$ cat src/rtl/ssc_pkg.sv
/*
  Shared constants for the system status and control flag block:
  register offsets, flag bit positions, reset values and timing.
  Assumes a 125 MHz controller clock and a 32-bit APB register bus.
*/
package ssc_pkg;

  // ********************************************************
  // Bus geometry
  // ********************************************************
  localparam int unsigned ADDR_W = 12;
  localparam int unsigned DATA_W = 32;

  // ********************************************************
  // Register offsets (byte addresses)
  // ********************************************************
  localparam logic [ADDR_W-1:0] OFS_STATUS = 12'h000;
  localparam logic [ADDR_W-1:0] OFS_CONTROL = 12'h004;
  localparam logic [ADDR_W-1:0] OFS_SCAN = 12'h008;

  // ********************************************************
  // Status register bit positions (flag number minus one)
  // ********************************************************
  localparam int unsigned ST_CONST_HIGH = 0;
  localparam int unsigned ST_CONST_LOW = 1;
  localparam int unsigned ST_HALF_SQUARE = 2;
  localparam int unsigned ST_CALENDAR_FAULT = 3;
  localparam int unsigned ST_DAYLIGHT = 4;
  localparam int unsigned ST_FB_COMM_FAULT = 5;
  localparam int unsigned ST_FB_POWER_FAULT = 6;
  localparam int unsigned ST_INIT_HIGH = 7;
  localparam int unsigned ST_INIT_LOW = 8;
  localparam int unsigned ST_TS_DECODING = 9;
  localparam int unsigned ST_TS_SUCCESS = 10;
  localparam int unsigned ST_MODEM_CARRIER = 11;
  localparam int unsigned ST_CELL_REG = 12;
  localparam int unsigned ST_TS_FAILURE = 14;
  localparam int unsigned ST_CONV_SUPPLY = 15;
  localparam int unsigned ST_ANALOG_BASE = 16;
  localparam int unsigned ANALOG_CH = 8;

  // ********************************************************
  // Control register bit positions and reset value
  // ********************************************************
  localparam int unsigned CT_FB_DISCONNECT = 0;
  localparam int unsigned CT_BL_INHIBIT = 1;
  localparam int unsigned CT_BL_FORCE = 2;
  localparam int unsigned CT_DISP_SOURCE = 3;
  localparam int unsigned CT_W = 4;
  localparam logic [CT_W-1:0] CT_RESET = 4'h0;

  // Scan register: writing this bit marks the end of one program scan
  localparam int unsigned SC_SCAN_END = 0;

  // ********************************************************
  // Timing
  // ********************************************************
  localparam longint unsigned CLK_HZ = 125000000;
  localparam longint unsigned HALF_PERIOD_MS = 500;
  localparam longint unsigned HALF_PERIOD_CYC = CLK_HZ / 1000 * HALF_PERIOD_MS;

  localparam logic [DATA_W-1:0] RDATA_IDLE = 32'h0000_0000;

  // Scan-aligned pulse sequencer states
  typedef enum logic [1:0] {SP_IDLE, SP_ARMED, SP_ACTIVE} ssc_scan_state_e;

endpackage : ssc_pkg

$ cat src/rtl/ssc_pulse_if.sv
/*
  Carrier between the flag block and one scan-aligned pulse stretcher.
  Assumes both ends run on the same controller clock.
*/
`timescale 1ns/1ps
interface ssc_pulse_if;

  logic trig;      // One-cycle event to be shown for one scan
  logic scan_end;  // One-cycle mark of a program scan boundary
  logic pulse;     // Flag level, true for exactly one scan

  modport src
  (
    output trig,
    output scan_end,
    input pulse
  );

  modport stretch
  (
    input trig,
    input scan_end,
    output pulse
  );

endinterface : ssc_pulse_if

$ cat src/rtl/ssc_half_sec.sv
/*
  Free-running square wave, high then low for one half period each.
  Assumes a synchronous active-high reset on the controller clock.
*/
`timescale 1ns/1ps
module ssc_half_sec #(
  parameter longint unsigned HALF_CYC = ssc_pkg::HALF_PERIOD_CYC
)
(
  input wire logic clk_i,
  input wire logic rst_i,
  output logic wave_o
);

  // ********************************************************
  // Half-period counter
  // ********************************************************
  logic [31:0] cnt_r;
  localparam logic [31:0] LAST = 32'(HALF_CYC - 1);

  // Toggle on the last count so each level lasts exactly HALF_CYC edges
  always_ff @(posedge clk_i)
  begin
    if (rst_i)
    begin
      cnt_r <= 32'h0000_0000;
      wave_o <= 1'b1;
    end
    else if (cnt_r == LAST)
    begin
      cnt_r <= 32'h0000_0000;
      wave_o <= ~wave_o;
    end
    else
    begin
      cnt_r <= cnt_r + 32'h0000_0001;
    end
  end

endmodule : ssc_half_sec

$ cat src/rtl/ssc_scan_pulse.sv
/*
  Stretches a one-cycle event into a flag that lasts exactly one scan:
  the event arms, the next scan boundary shows the flag, the one after
  removes it. Assumes scan_end is a one-cycle mark from software.
*/
`timescale 1ns/1ps
module ssc_scan_pulse
(
  input wire logic clk_i,
  input wire logic rst_i,
  ssc_pulse_if.stretch pif
);

  // ********************************************************
  // Sequencer
  // ********************************************************
  ssc_pkg::ssc_scan_state_e state_r;
  ssc_pkg::ssc_scan_state_e state_nxt;
  logic pending_r;  // Event seen while already showing the flag

  // Next state; an event never gets lost while a scan is under way
  always_comb
  begin
    state_nxt = state_r;
    case (state_r)
      ssc_pkg::SP_IDLE:
        if (pif.trig)
          state_nxt = ssc_pkg::SP_ARMED;
      ssc_pkg::SP_ARMED:
        if (pif.scan_end)
          state_nxt = ssc_pkg::SP_ACTIVE;
      ssc_pkg::SP_ACTIVE:
        if (pif.scan_end)
          state_nxt = (pending_r || pif.trig) ? ssc_pkg::SP_ARMED : ssc_pkg::SP_IDLE;
      default:
        state_nxt = ssc_pkg::SP_IDLE;
    endcase
  end

  // State register
  always_ff @(posedge clk_i)
  begin
    if (rst_i)
      state_r <= ssc_pkg::SP_IDLE;
    else
      state_r <= state_nxt;
  end

  // Remember an event that lands during the active scan; a scan end clears it
  always_ff @(posedge clk_i)
  begin
    if (rst_i)
      pending_r <= 1'b0;
    else if (state_r == ssc_pkg::SP_ACTIVE && pif.trig && !pif.scan_end)
      pending_r <= 1'b1;
    else if (pif.scan_end)
      pending_r <= 1'b0;
  end

  // Flag level follows the active state
  always_ff @(posedge clk_i)
  begin
    if (rst_i)
      pif.pulse <= 1'b0;
    else
      pif.pulse <= (state_nxt == ssc_pkg::SP_ACTIVE);
  end

endmodule : ssc_scan_pulse

$ cat src/rtl/ssc_top.sv
/*
  System status and control flag block of a small programmable
  controller, reached over APB. Status flags are read by the program
  as inputs; control flags written by the program steer the fieldbus
  connection, LCD backlight and display source.
  Assumes all inputs are synchronous to CLK_I and that software writes
  the scan register once at the end of every program scan.
*/
`timescale 1ns/1ps
module ssc_top #(
  parameter longint unsigned HALF_PERIOD_CYC = ssc_pkg::HALF_PERIOD_CYC
)
(
  input wire logic CLK_I,
  input wire logic RST_I,
  // APB slave
  input wire logic PSEL_I,
  input wire logic PENABLE_I,
  input wire logic PWRITE_I,
  input wire logic [ssc_pkg::ADDR_W-1:0] PADDR_I,
  input wire logic [ssc_pkg::DATA_W-1:0] PWDATA_I,
  output logic [ssc_pkg::DATA_W-1:0] PRDATA_O,
  output logic PREADY_O,
  output logic PSLVERR_O,
  // Device condition inputs
  input wire logic RUN_MODE_I,
  input wire logic RTC_DATA_ERR_I,
  input wire logic SUMMER_TIME_I,
  input wire logic FB_COMM_ERR_I,
  input wire logic FB_POWER_ERR_I,
  input wire logic TS_DECODING_I,
  input wire logic TS_DONE_I,
  input wire logic TS_ERR_I,
  input wire logic MODEM_DCD_I,
  input wire logic CELL_REG_I,
  input wire logic CONV_SUPPLY_I,
  input wire logic [ssc_pkg::ANALOG_CH-1:0] ANALOG_WIRE_BREAK_I,
  input wire logic [ssc_pkg::ANALOG_CH-1:0] ANALOG_RANGE_ERR_I,
  input wire logic MENU_LIGHT_ON_I,
  // Device function controls
  output logic FB_DISCONNECT_O,
  output logic BACKLIGHT_ON_O,
  output logic DISPLAY_FROM_MANAGER_O
);

  // ********************************************************
  // Register map
  // ********************************************************
  // 0x000 status, read only; a write completes without error
  //   bit 0      constant one
  //   bit 1      constant zero
  //   bit 2      half-second square wave
  //   bit 3      calendar fault
  //   bit 4      daylight saving
  //   bit 5      fieldbus link fault
  //   bit 6      fieldbus power fault
  //   bit 7      initial pulse, normally low
  //   bit 8      initial pulse, normally high
  //   bit 9      time-signal decoding
  //   bit 10     time-signal success, one scan
  //   bit 11     modem carrier
  //   bit 12     cellular network reachable
  //   bit 13     reserved, reads zero
  //   bit 14     time-signal failure, held
  //   bit 15     converter supply present
  //   bits 23:16 analog faults, channel 1 in bit 16
  //   bits 31:24 reserved, read zero
  // 0x004 control, read and write, bits 3:0
  //   bit 0 fieldbus disconnect
  //   bit 1 backlight inhibit
  //   bit 2 backlight force
  //   bit 3 display source
  // 0x008 scan mark, write only
  //   a one in bit 0 marks the end of a program scan; reads zero
  // Any other address answers with an error and reads zero

  // ********************************************************
  // Declarations
  // ********************************************************
  logic [ssc_pkg::CT_W-1:0] control_r;
  logic [ssc_pkg::DATA_W-1:0] status_w;
  logic run_mode_d_r;
  logic scan_end_r;
  logic ts_failure_r;
  logic calendar_fault_r;
  logic daylight_r;
  logic fb_comm_r;
  logic fb_power_r;
  logic ts_decoding_r;
  logic carrier_r;
  logic cell_reg_r;
  logic conv_supply_r;
  logic [ssc_pkg::ANALOG_CH-1:0] analog_fault_r;
  logic half_square_w;
  logic apb_access;
  logic apb_commit;
  logic addr_hit;

  ssc_pulse_if init_if ();
  ssc_pulse_if succ_if ();

  // ********************************************************
  // APB handshake
  // ********************************************************
  // One wait state: the access phase sees PREADY on its second edge
  assign apb_access = PSEL_I && PENABLE_I && !PREADY_O;
  assign apb_commit = PSEL_I && PENABLE_I && PREADY_O;

  // Address decode, one branch per register
  always_comb
  begin
    if (PADDR_I == ssc_pkg::OFS_STATUS)
      addr_hit = 1'b1;
    else if (PADDR_I == ssc_pkg::OFS_CONTROL)
      addr_hit = 1'b1;
    else if (PADDR_I == ssc_pkg::OFS_SCAN)
      addr_hit = 1'b1;
    else
      addr_hit = 1'b0;
  end

  // Ready and error are raised together for exactly one cycle
  // A master that keeps PENABLE past completion gets a second ready two edges later:
  // the !PREADY_O term blocks a repeat only on the completing edge
  always_ff @(posedge CLK_I)
  begin
    if (RST_I)
    begin
      PREADY_O <= 1'b0;
      PSLVERR_O <= 1'b0;
    end
    else
    begin
      PREADY_O <= apb_access;
      PSLVERR_O <= apb_access && !addr_hit;
    end
  end

  // Read data captured at the edge that raises ready
  always_ff @(posedge CLK_I)
  begin
    if (RST_I)
      PRDATA_O <= ssc_pkg::RDATA_IDLE;
    else if (apb_access && !PWRITE_I)
    begin
      if (PADDR_I == ssc_pkg::OFS_STATUS)
        PRDATA_O <= status_w;
      else if (PADDR_I == ssc_pkg::OFS_CONTROL)
        PRDATA_O <= {{(ssc_pkg::DATA_W-ssc_pkg::CT_W){1'b0}}, control_r};
      else
        PRDATA_O <= ssc_pkg::RDATA_IDLE;  // Scan register and holes read zero
    end
    else if (apb_commit)
      PRDATA_O <= ssc_pkg::RDATA_IDLE;
  end

  // ********************************************************
  // Control flags
  // ********************************************************
  // Program-written flags; written only on the completing edge
  // Bits above the control field are dropped and read back as zero
  always_ff @(posedge CLK_I)
  begin
    if (RST_I)
      control_r <= ssc_pkg::CT_RESET;
    else if (apb_commit && PWRITE_I && PADDR_I == ssc_pkg::OFS_CONTROL)
      control_r <= PWDATA_I[ssc_pkg::CT_W-1:0];
  end

  // Scan boundary mark, one cycle wide
  // A write of zero to the scan register is accepted but marks nothing
  always_ff @(posedge CLK_I)
  begin
    if (RST_I)
      scan_end_r <= 1'b0;
    else
      scan_end_r <= apb_commit && PWRITE_I && PADDR_I == ssc_pkg::OFS_SCAN
                    && PWDATA_I[ssc_pkg::SC_SCAN_END];
  end

  // Function steering, registered so every output comes from a flop
  // Trade-off: one extra edge of lag buys glitch-free function outputs
  always_ff @(posedge CLK_I)
  begin
    if (RST_I)
    begin
      FB_DISCONNECT_O <= 1'b0;
      BACKLIGHT_ON_O <= 1'b0;
      DISPLAY_FROM_MANAGER_O <= 1'b0;
    end
    else
    begin
      FB_DISCONNECT_O <= control_r[ssc_pkg::CT_FB_DISCONNECT];
      // Force is tested first so it outranks inhibit
      if (control_r[ssc_pkg::CT_BL_FORCE])
        BACKLIGHT_ON_O <= 1'b1;
      else if (control_r[ssc_pkg::CT_BL_INHIBIT])
        BACKLIGHT_ON_O <= 1'b0;
      else
        BACKLIGHT_ON_O <= MENU_LIGHT_ON_I;
      DISPLAY_FROM_MANAGER_O <= control_r[ssc_pkg::CT_DISP_SOURCE];
    end
  end

  // ********************************************************
  // Status sources
  // ********************************************************
  // Square wave free-runs from reset; software may read it at any phase
  ssc_half_sec #(
    .HALF_CYC(HALF_PERIOD_CYC)
  ) u_half_sec
  (
    .clk_i(CLK_I),
    .rst_i(RST_I),
    .wave_o(half_square_w)
  );

  // Mode edge detector feeding the initial pulse stretcher
  // Limitation: run mode already high when reset ends counts as a
  // stop-to-run change, so the program also sees the pulse at power-up
  always_ff @(posedge CLK_I)
  begin
    if (RST_I)
      run_mode_d_r <= 1'b0;
    else
      run_mode_d_r <= RUN_MODE_I;
  end

  assign init_if.trig = RUN_MODE_I && !run_mode_d_r;
  assign init_if.scan_end = scan_end_r;
  assign succ_if.trig = TS_DONE_I && !TS_ERR_I;
  assign succ_if.scan_end = scan_end_r;

  ssc_scan_pulse u_init_pulse
  (
    .clk_i(CLK_I),
    .rst_i(RST_I),
    .pif(init_if.stretch)
  );

  // Success pulse also lasts one scan so the program cannot miss it
  ssc_scan_pulse u_succ_pulse
  (
    .clk_i(CLK_I),
    .rst_i(RST_I),
    .pif(succ_if.stretch)
  );

  // Failure flag holds until a later decode ends cleanly
  // A done pulse without error is the only way to clear it
  always_ff @(posedge CLK_I)
  begin
    if (RST_I)
      ts_failure_r <= 1'b0;
    else if (TS_DONE_I)
      ts_failure_r <= TS_ERR_I;
  end

  // Level conditions sampled once so the status word is all flops
  // No synchroniser: these inputs already live on CLK_I
  always_ff @(posedge CLK_I)
  begin
    if (RST_I)
    begin
      calendar_fault_r <= 1'b0;
      daylight_r <= 1'b0;
      fb_comm_r <= 1'b0;
      fb_power_r <= 1'b0;
      ts_decoding_r <= 1'b0;
      carrier_r <= 1'b0;
      cell_reg_r <= 1'b0;
      conv_supply_r <= 1'b0;
    end
    else
    begin
      calendar_fault_r <= RTC_DATA_ERR_I;
      daylight_r <= SUMMER_TIME_I;
      fb_comm_r <= FB_COMM_ERR_I;
      fb_power_r <= FB_POWER_ERR_I;
      ts_decoding_r <= TS_DECODING_I;
      carrier_r <= MODEM_DCD_I;
      cell_reg_r <= CELL_REG_I;
      conv_supply_r <= CONV_SUPPLY_I;
    end
  end

  // Per-channel analog fault: either cause raises the flag
  genvar ch;
  generate
    for (ch = 0; ch < ssc_pkg::ANALOG_CH; ch++)
    begin : g_analog
      always_ff @(posedge CLK_I)
      begin
        if (RST_I)
          analog_fault_r[ch] <= 1'b0;
        else
          analog_fault_r[ch] <= ANALOG_WIRE_BREAK_I[ch] || ANALOG_RANGE_ERR_I[ch];
      end
    end
  endgenerate

  // ********************************************************
  // Status word
  // ********************************************************
  // Bit 13 and bits above the analog group read as zero
  // Built from flops only, so a read never sees a half-updated word
  always_comb
  begin
    status_w = ssc_pkg::RDATA_IDLE;
    status_w[ssc_pkg::ST_CONST_HIGH] = 1'b1;
    status_w[ssc_pkg::ST_CONST_LOW] = 1'b0;
    status_w[ssc_pkg::ST_HALF_SQUARE] = half_square_w;
    status_w[ssc_pkg::ST_CALENDAR_FAULT] = calendar_fault_r;
    status_w[ssc_pkg::ST_DAYLIGHT] = daylight_r;
    status_w[ssc_pkg::ST_FB_COMM_FAULT] = fb_comm_r;
    status_w[ssc_pkg::ST_FB_POWER_FAULT] = fb_power_r;
    status_w[ssc_pkg::ST_INIT_HIGH] = init_if.pulse;
    status_w[ssc_pkg::ST_INIT_LOW] = ~init_if.pulse;
    status_w[ssc_pkg::ST_TS_DECODING] = ts_decoding_r;
    status_w[ssc_pkg::ST_TS_SUCCESS] = succ_if.pulse;
    status_w[ssc_pkg::ST_MODEM_CARRIER] = carrier_r;
    status_w[ssc_pkg::ST_CELL_REG] = cell_reg_r;
    status_w[ssc_pkg::ST_TS_FAILURE] = ts_failure_r;
    status_w[ssc_pkg::ST_CONV_SUPPLY] = conv_supply_r;
    status_w[ssc_pkg::ST_ANALOG_BASE +: ssc_pkg::ANALOG_CH] = analog_fault_r;
  end

endmodule : ssc_top
$ cat config.mk
export PLATFORM = sky130hd
export DESIGN_NAME = ssc_top
export DESIGN_NICKNAME = d
export VERILOG_FILES = /design/src/rtl/ssc_pkg.sv /design/src/rtl/ssc_pulse_if.sv /design/src/rtl/ssc_half_sec.sv /design/src/rtl/ssc_scan_pulse.sv /design/src/rtl/ssc_top.sv
export SDC_FILE = /design/constraint.sdc
export NUM_CORES = 1
export LEC_CHECK = 0
export BUFFER_PORTS_ARGS = -buffer_cell sky130_fd_sc_hd__buf_4
export CAP_MARGIN = 20
export CORE_MARGIN = 8
export CORE_UTILIZATION = 51
export CTS_BUF_LIST = sky130_fd_sc_hd__clkbuf_4
export DETAILED_ROUTE_END_ITERATION = 12
export PLACE_DENSITY = 0.88
export SYNTH_ARGS = -nofsm -noshare
export SYNTH_HDL_FRONTEND = slang
export SYNTH_SLANG_ARGS = --single-unit
$ cat constraint.sdc
create_clock -name CLK_I -period 3.3 [get_ports CLK_I]
set_input_delay 0.33 -clock CLK_I [delete_from_list [all_inputs] [get_ports CLK_I]]
set_output_delay 0.33 -clock CLK_I [all_outputs]
set_load 0.01 [all_outputs]
==> reports/metrics.csv <==
stage,metric,value,unit
global_routing,grt total ovfl,0,
final_layout,Area growth syn-to-layout,19.5,%
timing,Slew headroom,47.5,%
synth,Yosys reg bits,92,
routing,Total Wirelength,9230,microns
power_and_ir_drop,Int Power,1.37,mW
floorplanning,core area,7210,sq um
timing,RSZ-0062 raised after global routing,false,
power_and_ir_drop,LEAKAGE,1.67,nW
clocking,"Setup Fix Bufs, Post-CTS",0,
worst_setup_path,endpoint class of the critical path,flip-flop,
hold_path,Worst Hold Class,input pin to flip-flop,
routing,number of remaining DRC errors,0,
routing,DRT Pass-1 Iters,4,
power_and_ir_drop,Sw Ratio,26.1,%
global_routing,largest net degree at the start of global routing,61,
clocking,CTS root buffer,clkbuf_4,
floorplanning,# rows,31,
synth,Netlist cell types,44,
final_layout,Inserted Diodes,0,
run,Max-Cap Viols,0,
global_routing,first-pass GRT wire length,14800,microns
power_and_ir_drop,cell area power density,409,nW/um^2
place,routability cong.,0.836,
clocking,post_cts resized,0,
clocking,cts hold-fix bufs,0,
power_and_ir_drop,Switching Power,0.481,mW
timing,Tcrit/Tclk final,68.1,%
place,Port Buffer Count,76,
global_routing,GRT Resource Usage Total,17.8,%
clocking,clock tree buffer depth,2,
timing,minimum clock period,2.25,ns
synth,Yosys warnings,0,
routing,Wirelength per Cell,15.3,microns
routing,First DRT Iteration DRCs,198,
timing,Max Slew Vio Count,0,
power_and_ir_drop,combinational power share,6.5,%
power_and_ir_drop,sequential share of power,61.8,%
routing,vias,3348,
global_routing,vias in the first global route,3168,
clocking,CTS tree,built,
synth,"Seq/Total Area, Yosys",48.7,%
timing,Peak Freq,445,MHz
routing,via/cell ratio,5.56,
place,placed inst area,4390,sq um
floorplanning,Starting Density,52.4,%
clocking,cts bufs inserted,9,
worst_setup_path,WP data arrival,2.62,ns
final_layout,post-layout instance area,4520,sq um
routing,Final ANT Viol Nets,0,
place,hpwl dp,6600,microns
clocking,CTS Sinks,92,
synth,synth top area cells,"dfxtp_1 49%, a21oi_1 6.1%, nand4b_1 4.4%, nor2_1 4.4%, nand2_1 3.4%",
floorplanning,Die Y,102,microns
timing,count of final setup violators,0,
run_status,status,completed,
timing,Hold Fails Final Rpt,0,
floorplanning,Die ar.,10400,sq um
clocking,H-tree depth,3,
synth,area fraction of the dominant cell type after synthesis,48.7,%
final_layout,nets@finish,576,
timing,Fin Setup TNS,0,ns
synth,syn avg cell area,8.76,sq um
synth,"area leader, netlist",dfxtp_1,
timing,Worst Max-Slew Pin Slew,0.788,ns
floorplanning,io pins,114,
power_and_ir_drop,share of total power in the clock network,31.6,%
power_and_ir_drop,Worst IR Drop VDD,0.156,mV
worst_setup_path,crit path max fanout,18,
final_layout,# fillers,629,
synth,synthesized cell area,3780,sq um
worst_setup_path,type of origin of the critical path,flip-flop,
floorplanning,Die Span X,102,microns
worst_setup_path,Crit path required time,3.67,ns
synth,Cells after Synth,432,
clocking,Clock Latency Late Sink,0.45,ns
clocking,Worst-path clk slew,0.17,ns
final_layout,share of post-route cells with drive strength above 1,21.1,%
worst_setup_path,critical path class,flip-flop to flip-flop,
global_routing,antenna violations before repair,0,
timing,Clock Skews,0.0265,ns
## per-layer routing
metal	global-route usage, %	routed length, microns	vias up
li1	-	-	1672
met1	20.1	3800	1556
met2	30.0	4510	108
met3	4.97	776	12
met4	8.69	146	0
met5	0	0	-
## cell usage in the layout (no fill, tap or decap), types with 2 or more instances in the layout
cell type and count:
nor2b_1 16, or3_1 11, or4_1 11, nor3_1 7, nor3b_1 2, xnor2_1 5, xor2_1 5, a21oi_1 46
o21ai_0 13, buf_4 80, a31oi_1 2, o31ai_1 8, nand4b_1 19, inv_8 2, a32oi_1 4, and4_1 4
clkbuf_4 9, nand4_1 16, nand2_1 34, inv_1 10, dfxtp_1 92, conb_1 9, nor2_1 44, inv_6 3
nand3b_1 2, nand3_1 10, mux2_2 4, and2_1 4, nor4_1 8, and3_1 5
## cell usage after synthesis (all sizes together)
| cell | n |
|---|---|
| conb | 1 |
| or3 | 11 |
| clkbuf | 20 |
| o32a | 1 |
| nand3 | 10 |
| ha | 1 |
| nor2 | 44 |
| a21boi | 1 |
| a211oi | 1 |
| nand4 | 17 |
| xor2 | 5 |
| a21oi | 46 |
| o31a | 1 |
| or4 | 11 |
| buf | 13 |
| o21ai | 13 |
| nand4b | 19 |
| mux2i | 1 |
| nand2 | 35 |
| and4b | 1 |
| xnor2 | 5 |
| a31oi | 2 |
| a21o | 1 |
| nand3b | 2 |
| a31o | 1 |
| nor3 | 7 |
| and2 | 4 |
| nand2b | 1 |
| a2111oi | 1 |
| nor3b | 2 |
| inv | 10 |
| or2 | 1 |
| nor2b | 16 |
| o31ai | 9 |
| and4 | 4 |
| dfxtp | 92 |
| mux2 | 4 |
| and3 | 5 |
| nor4 | 9 |
| a32oi | 4 |
## logic make-up after synthesis
logic type      count (synthesis)  share of synthesized area, %
buf+inv                        43                          5.23
xor+xnor                       10                          2.32
other cells                     1                        0.0991
mux                             5                          1.46
simple gates                  199                          29.5
compound gates                 81                          12.4
flops                          92                          48.7
fa+ha+maj                       1                         0.331
## power by group through the flow
stage | Sequential [mW] | Combinational, mW | Clock, mW
floorplan | 1.16 | 0.0654 | 0
global placement | 1.16 | 0.117 | 0
detailed placement | 1.17 | 0.120 | 0
CTS | 1.14 | 0.121 | 0.603
global route | 1.14 | 0.133 | 0.644
finish | 1.14 | 0.121 | 0.584
## stage by stage
step	power, mW	std cells	hold WS, ns	worst slack [ns]	util [%]
2_1_floorplan	1.23	440	0.411	1.44	-
3_3_place_gp	1.28	586	0.439	1.18	60.8
3_5_place_dp	1.29	586	0.444	1.11	60.8
4_1_cts	1.87	602	0.0527	1.07	62.6
5_1_grt	1.92	602	0.0542	0.901	62.6
6_report	1.85	602	0.0814	1.05	62.6
## path summary, 6_finish.rpt
kind / slack (ns) / cells after the start / to / from
min: 0.08 / 3 / analog_fault_r[7] / ANALOG_RANGE_ERR_I[7]
max reg2reg: 1.05 / 4 / u_half_sec.cnt_r[29] / u_half_sec.cnt_r[5]
min reg2reg: 0.46 / 2 / PRDATA_O[9] / PRDATA_O[9]
max: 1.05 / 4 / u_half_sec.cnt_r[29] / u_half_sec.cnt_r[5]
## state kept, by name, summed over array words and instances (netlist names), 2 cells and up
name and count:
u_half_sec.cnt_r 32, PRDATA_O 23, u_succ_pulse.state_r 2, u_init_pulse.state_r 2, analog_fault_r 8, control_r 4
## cell type report
cell class / count / area, sq um / area share [%]
flip-flops and latches: 92 / 1840 / 40.8
well taps: 99 / 124 / 2.74
multi-input cells: 305 / 1780 / 39.5
repair buffers: 80 / 601 / 13.3
clock inverters: 7 / 62.6 / 1.38
clock buffers: 9 / 67.6 / 1.50
inverters: 10 / 37.5 / 0.831
## critical path, stage by stage (launching register included)
cell and delay (ns):
dfxtp_1 0.50, nand4_2 0.17, or4_1 0.78, or4_1 0.59, a21oi_1 0.14
(Power assumes the default switching activity.)
